$ cat config.mk
export PLATFORM = sky130hd
export DESIGN_NAME = rtc_indirect_access_gate
export DESIGN_NICKNAME = d
export VERILOG_FILES = /design/src/design/rtc_gate_pkg.sv /design/src/design/rtc_indirect_access_gate.sv
export VERILOG_INCLUDE_DIRS = /design/src /design/src/design
export SDC_FILE = /design/constraint.sdc
export NUM_CORES = 1
export LEC_CHECK = 0
export BUFFER_PORTS_ARGS = -buffer_cell sky130_fd_sc_hd__buf_2
export CELL_PAD_IN_SITES_DETAIL_PLACEMENT = 1
export CELL_PAD_IN_SITES_GLOBAL_PLACEMENT = 1
export CORE_MARGIN = 5
export CORE_UTILIZATION = 39
export CTS_CLUSTER_DIAMETER = 200
export DETAILED_ROUTE_END_ITERATION = 7
export GPL_TIMING_DRIVEN = 0
export HOLD_SLACK_MARGIN = 0.12
export PLACE_DENSITY = 0.83
export SLEW_MARGIN = 25
export SYNTH_ARGS = -nofsm -noshare
export SYNTH_HDL_FRONTEND = slang
export SYNTH_SLANG_ARGS = --single-unit
$ cat constraint.sdc
create_clock -name sys_clk -period 1.9 [get_ports sys_clk]
set_input_delay 0.38 -clock sys_clk [delete_from_list [all_inputs] [get_ports sys_clk]]
set_output_delay 0.38 -clock sys_clk [all_outputs]
set_load 0.05 [all_outputs]
$ cat src/design/rtc_gate_defines.svh
`ifndef RTC_GATE_DEFINES_SVH
`define RTC_GATE_DEFINES_SVH

// ==========================================================
// special-function register addresses on the core's bus
`define SFR_SELECT_ADDR   8'hac
`define SFR_DATA_ADDR     8'had
`define SFR_KEY_ADDR      8'hae

// ==========================================================
// key codes and lock status codes
`define KEY_FIRST         8'ha5
`define KEY_SECOND        8'hf1
`define CODE_LOCKED       8'h00
`define CODE_FIRST        8'h01
`define CODE_UNLOCKED     8'h02
`define CODE_DISABLED     8'h03
`define BYTE_ZERO         8'h00

// ==========================================================
// indirect select field positions
`define SEL_BUSY_BIT      7
`define SEL_AUTO_BIT      6
`define SEL_SHORT_BIT     4
`define SEL_ADDR_MSB      3

// ==========================================================
// power-on values of the retained select register
`define SEL_POR_SHORT     1'b1
`define SEL_POR_AUTO      1'b0
`define SEL_POR_ADDR      4'h0

// ==========================================================
// access timing in system clock cycles
`define ACC_CYC_LONG      3'h7
`define ACC_CYC_SHORT     3'h6
`define CNT_ONE           3'h1
`define CNT_ZERO          3'h0

// ==========================================================
// indirect address windows that autoincrement
`define SNAP_LO           4'h0
`define SNAP_HI           4'h3
`define WAKE_LO           4'h8
`define WAKE_HI           4'hb
`define ADDR_STEP         4'h1

`endif

$ cat src/design/rtc_gate_pkg.sv
package rtc_gate_pkg;

   // ==========================================================
   // lock and key states, one-hot
   typedef enum logic [3:0]
   {
      GATE_LOCKED   = 4'b0001,
      GATE_FIRST    = 4'b0010,
      GATE_OPEN     = 4'b0100,
      GATE_DISABLED = 4'b1000
   } gate_state_t;

   // ==========================================================
   // transfer engine states, one-hot
   typedef enum logic [1:0]
   {
      ENG_IDLE = 2'b01,
      ENG_RUN  = 2'b10
   } eng_state_t;

   // request from the processor core's register bus
   typedef struct packed
   {
      logic       wr;
      logic       rd;
      logic [7:0] addr;
      logic [7:0] wdata;
   } sfr_req_t;

   // strobes and data toward the internal clock registers
   typedef struct packed
   {
      logic       wr_stb;
      logic       rd_stb;
      logic [3:0] addr;
      logic [7:0] wdata;
   } rtc_req_t;

   // state cleared by system reset
   typedef struct packed
   {
      gate_state_t gate;
      eng_state_t  eng;
      logic        op_read;
      logic [2:0]  cnt;
      logic [7:0]  rdata;
   } core_t;

   // state that survives a system reset
   typedef struct packed
   {
      logic       auto_fetch_en;
      logic       short_en;
      logic [3:0] addr;
      logic [7:0] data;
   } keep_t;

endpackage

$ cat src/design/rtc_indirect_access_gate.sv
`timescale 1ns/100ps
`default_nettype none
`include "rtc_gate_defines.svh"

module rtc_indirect_access_gate
#(
   parameter logic [2:0] ACC_CYC_LONG  = `ACC_CYC_LONG,  // normal access length
   parameter logic [2:0] ACC_CYC_SHORT = `ACC_CYC_SHORT  // short strobe length
)
(
   input  wire logic                   sys_clk,   // system clock, 100 MHz
   input  wire logic                   rst_b,     // system reset, async, low
   input  wire logic                   por_b,     // power-on reset, async, low
   input  wire rtc_gate_pkg::sfr_req_t sfr_req,   // core register bus request
   output var  logic [7:0]             sfr_rdata, // read data, one cycle late
   output var  rtc_gate_pkg::rtc_req_t rtc_req,   // strobes to internal regs
   input  wire logic [7:0]             rtc_rdata  // selected internal reg value
);
   import rtc_gate_pkg::*;

   // the block runs on the core's clock alone; the internal
   // registers behind it answer for the selected address in
   // the same clock, so no crossing logic is needed here, and
   // the core's request arrives already on this clock
   // ==========================================================
   // state registers
   core_t core_r;    // lock state, engine, read-back
   core_t core_nxt;  // next value of core_r
   keep_t keep_r;    // select and data, kept over system reset
   keep_t keep_nxt;  // next value of keep_r

   // ==========================================================
   // status code for a lock state
   // pure decode, so a status read can never move the state
   function automatic logic [7:0] gate_code(input gate_state_t g);
      logic [7:0] code;
      code = `CODE_LOCKED;
      case (g)
         GATE_LOCKED:   code = `CODE_LOCKED;
         GATE_FIRST:    code = `CODE_FIRST;
         GATE_OPEN:     code = `CODE_UNLOCKED;
         GATE_DISABLED: code = `CODE_DISABLED;
         default:       code = `CODE_LOCKED;
      endcase
      return code;
   endfunction

   // ==========================================================
   // true for a capture or alarm byte address
   // the two windows hold the 32-bit snapshot and wake match
   // values, so a byte run walks through one whole value
   function automatic logic in_window(input logic [3:0] a);
      logic hit;
      hit = 1'b0;
      if ((a >= `SNAP_LO) && (a <= `SNAP_HI))
      begin
         hit = 1'b1;
      end
      if ((a >= `WAKE_LO) && (a <= `WAKE_HI))
      begin
         hit = 1'b1;
      end
      return hit;
   endfunction

   // ==========================================================
   // next-state logic for the whole block
   always_comb
   begin
      logic wr_key;    // write to the key register
      logic wr_sel;    // write to the select register
      logic wr_dat;    // write to the data register
      logic rd_key;    // read of the key register
      logic rd_sel;    // read of the select register
      logic rd_dat;    // read of the data register
      logic open;      // gate currently unlocked
      logic idle;      // no transfer under way
      logic start;     // a transfer begins this cycle
      logic start_rd;  // the transfer that begins is a read
      logic busy;      // busy flag as seen by software
      wr_key   = 1'b0;
      wr_sel   = 1'b0;
      wr_dat   = 1'b0;
      rd_key   = 1'b0;
      rd_sel   = 1'b0;
      rd_dat   = 1'b0;
      open     = 1'b0;
      idle     = 1'b0;
      start    = 1'b0;
      start_rd = 1'b0;
      busy     = 1'b0;
      core_nxt = core_r;
      keep_nxt = keep_r;

      // decode of the core's access
      wr_key = sfr_req.wr && (sfr_req.addr == `SFR_KEY_ADDR);
      wr_sel = sfr_req.wr && (sfr_req.addr == `SFR_SELECT_ADDR);
      wr_dat = sfr_req.wr && (sfr_req.addr == `SFR_DATA_ADDR);
      rd_key = sfr_req.rd && (sfr_req.addr == `SFR_KEY_ADDR);
      rd_sel = sfr_req.rd && (sfr_req.addr == `SFR_SELECT_ADDR);
      rd_dat = sfr_req.rd && (sfr_req.addr == `SFR_DATA_ADDR);
      open   = (core_r.gate == GATE_OPEN);
      idle   = (core_r.eng == ENG_IDLE);
      busy   = (core_r.eng == ENG_RUN);

      // lock and key sequence; only writes and data reads move it, so a
      // status read in the middle of a sequence is harmless
      if (wr_key)
      begin
         case (core_r.gate)
            GATE_LOCKED:
            begin
               // elapsed time is never looked at, only order
               if (sfr_req.wdata == `KEY_FIRST)
               begin
                  core_nxt.gate = GATE_FIRST;
               end
               else
               begin
                  core_nxt.gate = GATE_DISABLED;
               end
            end
            GATE_FIRST:
            begin
               if (sfr_req.wdata == `KEY_SECOND)
               begin
                  core_nxt.gate = GATE_OPEN;
               end
               else
               begin
                  core_nxt.gate = GATE_DISABLED;
               end
            end
            GATE_OPEN:
            begin
               // any value relocks; a transfer already running
               // is allowed to finish
               core_nxt.gate = GATE_LOCKED;
            end
            GATE_DISABLED:
            begin
               core_nxt.gate = GATE_DISABLED;
            end
            default:
            begin
               // a corrupted code is treated as locked, never open
               core_nxt.gate = GATE_LOCKED;
            end
         endcase
      end
      else if ((wr_sel || wr_dat || rd_dat) && !open)
      begin
         // writing select, or writing or reading data, while locked is fatal
         // until the next system reset
         core_nxt.gate = GATE_DISABLED;
      end

      // select register write, dropped while busy so that
      // the target of a running transfer cannot move
      if (wr_sel && open && idle)
      begin
         keep_nxt.auto_fetch_en = sfr_req.wdata[`SEL_AUTO_BIT];
         keep_nxt.short_en      = sfr_req.wdata[`SEL_SHORT_BIT];
         keep_nxt.addr          = sfr_req.wdata[`SEL_ADDR_MSB:0];
         if (sfr_req.wdata[`SEL_BUSY_BIT])
         begin
            start    = 1'b1;
            start_rd = 1'b1;
         end
      end

      // the byte is latched at once although it only leaves
      // when the strobe fires, so it stays readable meanwhile
      // data register write starts an indirect write
      if (wr_dat && open && idle)
      begin
         keep_nxt.data = sfr_req.wdata;
         start         = 1'b1;
         start_rd      = 1'b0;
      end

      // autoread: a data read chains the next fetch; the
      // byte returned is the one already held
      if (rd_dat && open && idle && keep_r.auto_fetch_en)
      begin
         start    = 1'b1;
         start_rd = 1'b1;
      end

      // transfer engine
      // one counted run per transfer; requests that arrive while
      // it runs are dropped, not queued, which keeps the host
      // contract simple: poll busy, then ask again
      case (core_r.eng)
         ENG_IDLE:
         begin
            if (start)
            begin
               core_nxt.eng     = ENG_RUN;
               core_nxt.op_read = start_rd;
               // length follows the short bit as just written
               if (keep_nxt.short_en)
               begin
                  core_nxt.cnt = ACC_CYC_SHORT - `CNT_ONE;
               end
               else
               begin
                  core_nxt.cnt = ACC_CYC_LONG - `CNT_ONE;
               end
            end
         end
         ENG_RUN:
         begin
            if (core_r.cnt == `CNT_ZERO)
            begin
               // last cycle: strobe fires, busy drops next edge
               core_nxt.eng = ENG_IDLE;
               if (core_r.op_read)
               begin
                  // held until a data write or the end of the next read
                  keep_nxt.data = rtc_rdata;
               end
               if (in_window(keep_r.addr))
               begin
                  keep_nxt.addr = 4'(keep_r.addr + `ADDR_STEP);
               end
            end
            else
            begin
               core_nxt.cnt = 3'(core_r.cnt - `CNT_ONE);
            end
         end
         default:
         begin
            // a corrupted code falls back to idle
            core_nxt.eng = ENG_IDLE;
         end
      endcase

      // the status read only looks at core_r.gate, which keeps
      // key reads free of side effects
      // read-back, registered; select and data read as zero
      // unless the gate is open
      if (rd_key)
      begin
         core_nxt.rdata = gate_code(core_r.gate);
      end
      else if (rd_sel && open)
      begin
         core_nxt.rdata = {busy, keep_r.auto_fetch_en, 1'b0,
                           keep_r.short_en, keep_r.addr};
      end
      else if (rd_dat && open)
      begin
         core_nxt.rdata = keep_r.data;
      end
      else if (sfr_req.rd)
      begin
         core_nxt.rdata = `BYTE_ZERO;
      end
   end

   // ==========================================================
   // lock state and engine, cleared by system reset
   // the read-back byte sits here too, so a system reset
   // never leaves stale data visible to the core
   always_ff @(posedge sys_clk or negedge rst_b)
   begin
      if (!rst_b)
      begin
         core_r.gate    <= GATE_LOCKED;
         core_r.eng     <= ENG_IDLE;
         core_r.op_read <= 1'b0;
         core_r.cnt     <= `CNT_ZERO;
         core_r.rdata   <= `BYTE_ZERO;
      end
      else
      begin
         core_r <= core_nxt;
      end
   end

   // ==========================================================
   // select and data live on the power-on reset only, so a
   // system reset leaves them untouched
   // limitation: without por_b at power-up these flops start
   // unknown, so both resets must be asserted at power-up
   always_ff @(posedge sys_clk or negedge por_b)
   begin
      if (!por_b)
      begin
         keep_r.auto_fetch_en <= `SEL_POR_AUTO;
         keep_r.short_en      <= `SEL_POR_SHORT;
         keep_r.addr          <= `SEL_POR_ADDR;
         keep_r.data          <= `BYTE_ZERO;
      end
      else
      begin
         keep_r <= keep_nxt;
      end
   end

   // ==========================================================
   // outputs
   assign sfr_rdata = core_r.rdata;

   // decoding from registers only keeps the strobes free of
   // glitches toward the internal registers
   // strobes are decoded from the engine registers; address
   // and data come straight from the select and data flops
   assign rtc_req.wr_stb = (core_r.eng == ENG_RUN) && (core_r.cnt == `CNT_ZERO)
                           && !core_r.op_read;
   assign rtc_req.rd_stb = (core_r.eng == ENG_RUN) && (core_r.cnt == `CNT_ZERO)
                           && core_r.op_read;
   assign rtc_req.addr   = keep_r.addr;
   assign rtc_req.wdata  = keep_r.data;

endmodule
`default_nettype wire

# After elaboration in Yosys (flattened, before gate mapping)
# Cells that the tools add are included.
# Widths: inputs -> output; s select.
[word_totals]
output_inout_bits = 22
ff_bits = 32
word_cells = 92
[classes]
add_sub_neg = 2
n_mux = 32
n_reduce_logical = 31
magnitude_cmp = 4
n_eq_ne = 14
[ops]
columns = ["op", "n"]
rows = [
  ["$mux 8", 6],
  ["$eq 8x8->1 const B", 5],
  ["$mux 12", 2],
  ["$logic_and 1x1->1", 20],
  ["$mux 4", 5],
  ["$pmux 4 s3", 1],
  ["$mux 1", 10],
  ["$mux 6", 1],
  ["$pmux 2 s3", 1],
  ["$pmux 3 s2", 1],
  ["$mux 5", 1],
  ["$add 4x1->4 const B", 1],
  ["$eq 4x1->1 const B", 1],
  ["$eq 4x2->1 const B", 1],
  ["$eq 4x3->1 const B", 1],
  ["$eq 4x4->1 const B", 1],
  ["$ge 4x1->1 const B", 1],
  ["$ge 4x4->1 const B", 1],
  ["$le 4x2->1 const B", 1],
  ["$le 4x4->1 const B", 1],
  ["$mux 2", 2],
  ["$ne 2x1->1 const B", 2],
  ["$pmux 2 s2", 1],
  ["$reduce_and 2->1", 2],
  ["11 further kinds", 14],
]

# Depth between registers and ports, before layout
[logic_depth]
depth_word = 9
ltp_mapped = 6
mapped_depth_nobuf = 6

# Worst setup path after synthesis
# Ideal clock, no wire load.
[synth_timing]
path_type = "reg2out"
startpoint = "register core_r[8] in the netlist's numbering"
endpoint = "output port rtc_req[12] in the netlist's numbering"
required_ns = 1.520
t_arrival_ns = 1.425
stages_incl_launch_ff = 6
slack_ns = 0.095
path_cell_list = "dfrtp_1 inv_1 ha_1 nand4b_1 clkbuf_1 inv_1"
[synth_lines]
columns = ["element", "line_no", "text"]
rows = [
  ["from (decl)", "rtc_indirect_access_gate.sv:27", "core_t core_r;"],
  ["from (signal assigned)", "rtc_indirect_access_gate.sv:279", "core_r <= core_nxt;"],
  ["to (decl)", "rtc_indirect_access_gate.sv:16", "output var rtc_gate_pkg::rtc_req_t rtc_req,"],
]

==> impl_metrics.tcl <==
set metrics [dict create \
    p_leak_nw 1.25 \
    synthMuxAreaShare 0.0460 \
    grt_pass1_vias 1985 \
    ant_nets 0 \
    synth-async-reset-ratio 1.00 \
    violations "negative setup slack" \
    antennaDiodeCount 0 \
    power_mw 1.55 \
    synth-simple-area-share 0.233 \
    design.die.area_um2 6620 \
    synthesis.area_um2 1990 \
    synth_fa_ha_area_frac 0.0189 \
    post-dp-hpwl_mm 4.50 \
    std_cell_rows 26 \
    wl_per_cell_um 18.2 \
    synth_compound_area_frac 0.161 \
    whs_path_depth 3 \
    yosys_warnings 0 \
    avgSynthCellArea_um2 9.19 \
    antenna_found_initial 0 \
    start_util 0.396 \
    synthXorXnorAreaFrac 0.00882 \
    hp-class "in -> reg" \
    endpoint_kind "flip-flop" \
    areaGrowthSynthToFinish_pct 33.1 \
    synth_top_flop_cell "dfrtp_1" \
    worst-setup-path-type "reg -> reg" \
    grt_overflow 0 \
    startpoint_type "flip-flop" \
    r2r_cells 6 \
    die_h_um 81.4 \
    root_buffer "clkbuf_8" \
    syn_inst 216 \
    synth-seq-area-share 0.405 \
    cp_data_required_time_ns 2.11 \
    cts_buffers 5 \
    cts_tree "done" \
    die_w_um 81.4 \
    synth.distinct_cells 48 \
    hold-worst-slack_ns 0.356 \
    synth_nets 248 \
    finalNetCount 323 \
    drive_gt1_frac 0.404 \
    hold_violations 0 \
    synthTopCellsByArea "dfrtp_1 (37%), buf_4 (7.6%), mux2i_1 (4.0%), dfstp_2 (4.0%), nand3_1 (3.3%)" \
    slew_violations 0 \
    core_um2 5010 \
    peakVddDrop_mv 0.336 \
    r2r_end "rtc_req[7]" \
    place_inst 336 \
    synth_top_family_by_area "simple AND/OR/NAND/NOR gates" \
    grt_pass1_wl_mm 9.84 \
    path_clk_slew_ns 0.07 \
    outcome "complete, but fails checks" \
    tightest_slew_ns 0.684 \
    io_pins 51 \
    clock_latency_ns 0.30 \
    clock_path_buffers 2 \
    viasPerCell 5.46 \
    cts.sinks 32 \
    drt_iter0_drc 148 \
    dr_total_vias 1975 \
    min_to "rtc_req[5]" \
    min_period_ns 1.92 \
    yosysTopAreaCell "dfrtp_1" \
    synth_edf_count 0 \
    setup_slack_ns -0.0227 \
    maxClockFrequency_ghz 0.520 \
    r2r_start "core_r[15]" \
    fin_cells 362 \
    first_pass_iters 4 \
    synth-seq-cells 32 \
    finalCritPeriodShare 1.01 \
    grt_max_degree 19 \
    n_fill_cell 619 \
    power_density_nw_per_um2 585 \
    worstPathMaxFanout 8 \
    finClkSkew_ns 0.00544 \
    place_congestion 0.859 \
    cap_viol_max_count 0 \
    pre_cts_ws_ns -0.319 \
    grtUsageTotal 0.195 \
    maxSlewHeadroom 0.538 \
    port_buffers 50 \
    rrSetupSlack_ns -0.02 \
    holdCritStartpoint "rtc_rdata[5]" \
    worst_ep_arrival_time_ns 2.13 \
    synth_top_area_frac 0.365 \
    post-route-drc-count 0 \
    setup_viol 2 \
    routed_wl_mm 6.59 \
    htree_num_levels 2 \
]
==> registers in the layout (all words and copies together) (netlist names) <==
| name | flops |
|---|---|
| core_r | 10 |
| keep_r | 2 |
| rtc_req | 12 |
| sfr_rdata | 8 |
==> power by group <==
part	leakage, nW	switching [mW]	internal (mW)	total (mW)
registers	0.402	0.00812	0.690	0.698
clock network	0.0541	0.280	0.388	0.668
logic	0.796	0.113	0.0659	0.179
==> cell type report <==
| class | count | area [µm²] | area share |
|---|---|---|---|
| tap | 70 | 87.6 | 0.0331 |
| clock inverter | 3 | 42.5 | 0.0161 |
| timing repair buffer | 69 | 410 | 0.155 |
| clock buffer | 5 | 68.8 | 0.0260 |
| inverter | 17 | 63.8 | 0.0241 |
| buffer | 28 | 199 | 0.0753 |
| sequential | 32 | 806 | 0.305 |
| multi-input combinational | 138 | 965 | 0.365 |
==> routing by layer <==
metal	up-vias	track usage	wire length (µm)
li1	912	-	-
met1	976	0.243	2610
met2	70	0.330	3400
met3	17	0.0443	445
met4	0	0.0676	131
met5	-	0	0
==> what timing repair did <==
item | CTS | global route
pin swaps | 5 | 5
cloned | 0 | 0
endpoints found under the hold margin | 29 | 0
endpoints found under the setup margin | 12 | 21
hold buffers | 2 | 0
resized for setup | 11 | 10
buffers inserted | 6 | 11
==> cell usage after synthesis (all sizes together), types with 4 or more instances <==
library cell / number
nand4: 5
a31oi: 8
nor3: 4
mux2i: 8
o22ai: 10
nand2: 10
dfrtp: 29
nor2: 17
buf: 22
clkbuf: 7
nor2b: 6
nand3: 14
o21ai: 11
inv: 17
==> kinds of logic (layout without fill, tap and decap cells) <==
| family | Yosys count | after routing |
|---|---|---|
| simple gates | 76 | 76 |
| fa+ha+maj | 3 | 3 |
| flops | 32 | 32 |
| compound gates | 48 | 48 |
| buf+inv | 46 | 122 |
| mux | 9 | 9 |
| xor+xnor | 2 | 2 |
==> critical path, cell delays in order (launching register included) <==
cell and delay (ns):
dfrtp_1 0.49, nor4b_4 0.37, buf_4 0.20, and4_1 0.21, buf_2 0.22, nand3_1 0.12
a31oi_1 0.23
==> cell usage in the layout (no fill, tap or decap), types with 2 or more instances in the layout <==
cell,count
nor3_1,3
a221o_1,2
nor2b_1,5
nor2_1,16
a211oi_1,2
o21ai_0,10
a2bb2oi_1,2
dfstp_2,3
nor3b_1,2
inv_1,15
buf_6,2
nand4b_1,2
o22ai_1,10
ha_1,2
o311ai_0,2
a31oi_1,8
dfrtp_1,28
nand4_1,4
nand2b_1,3
a22o_1,2
a21oi_1,3
clkbuf_8,6
mux2i_1,7
buf_4,38
nand3_1,13
inv_2,2
o21a_1,2
dlygate4sd3_1,2
buf_2,49
nor4b_1,2
and3b_1,3
nand2_1,10
and4_1,2
clkbuf_1,4
==> how the worst max path moves through the flow <==
stage | from | end | slack [ns] | depth (start not counted)
after detailed placement | core_r[13] | rtc_req[12] | -0.32 | 5
after CTS | core_r[9] | rtc_req[12] | 0.008 | 6
after global placement | core_r[13] | rtc_req[12] | -0.27 | 5
final | core_r[15] | rtc_req[7] | -0.02 | 6
after global routing | core_r[15] | rtc_req[1] | -0.07 | 6
after floorplan | core_r[8] | rtc_req[12] | 0.1 | 5
==> through the flow <==
stage | area (µm²) | utilization | setup TNS [ns]
floorplan | 1990 | - | 0
global placement | 2320 | 0.464 | -0.345
detailed placement | 2320 | 0.464 | -1.03
CTS | 2530 | 0.504 | 0
global route | 2640 | 0.527 | -0.491
finish | 2640 | 0.527 | -0.0361
No activity file was read; power rests on OpenSTA's default activity.
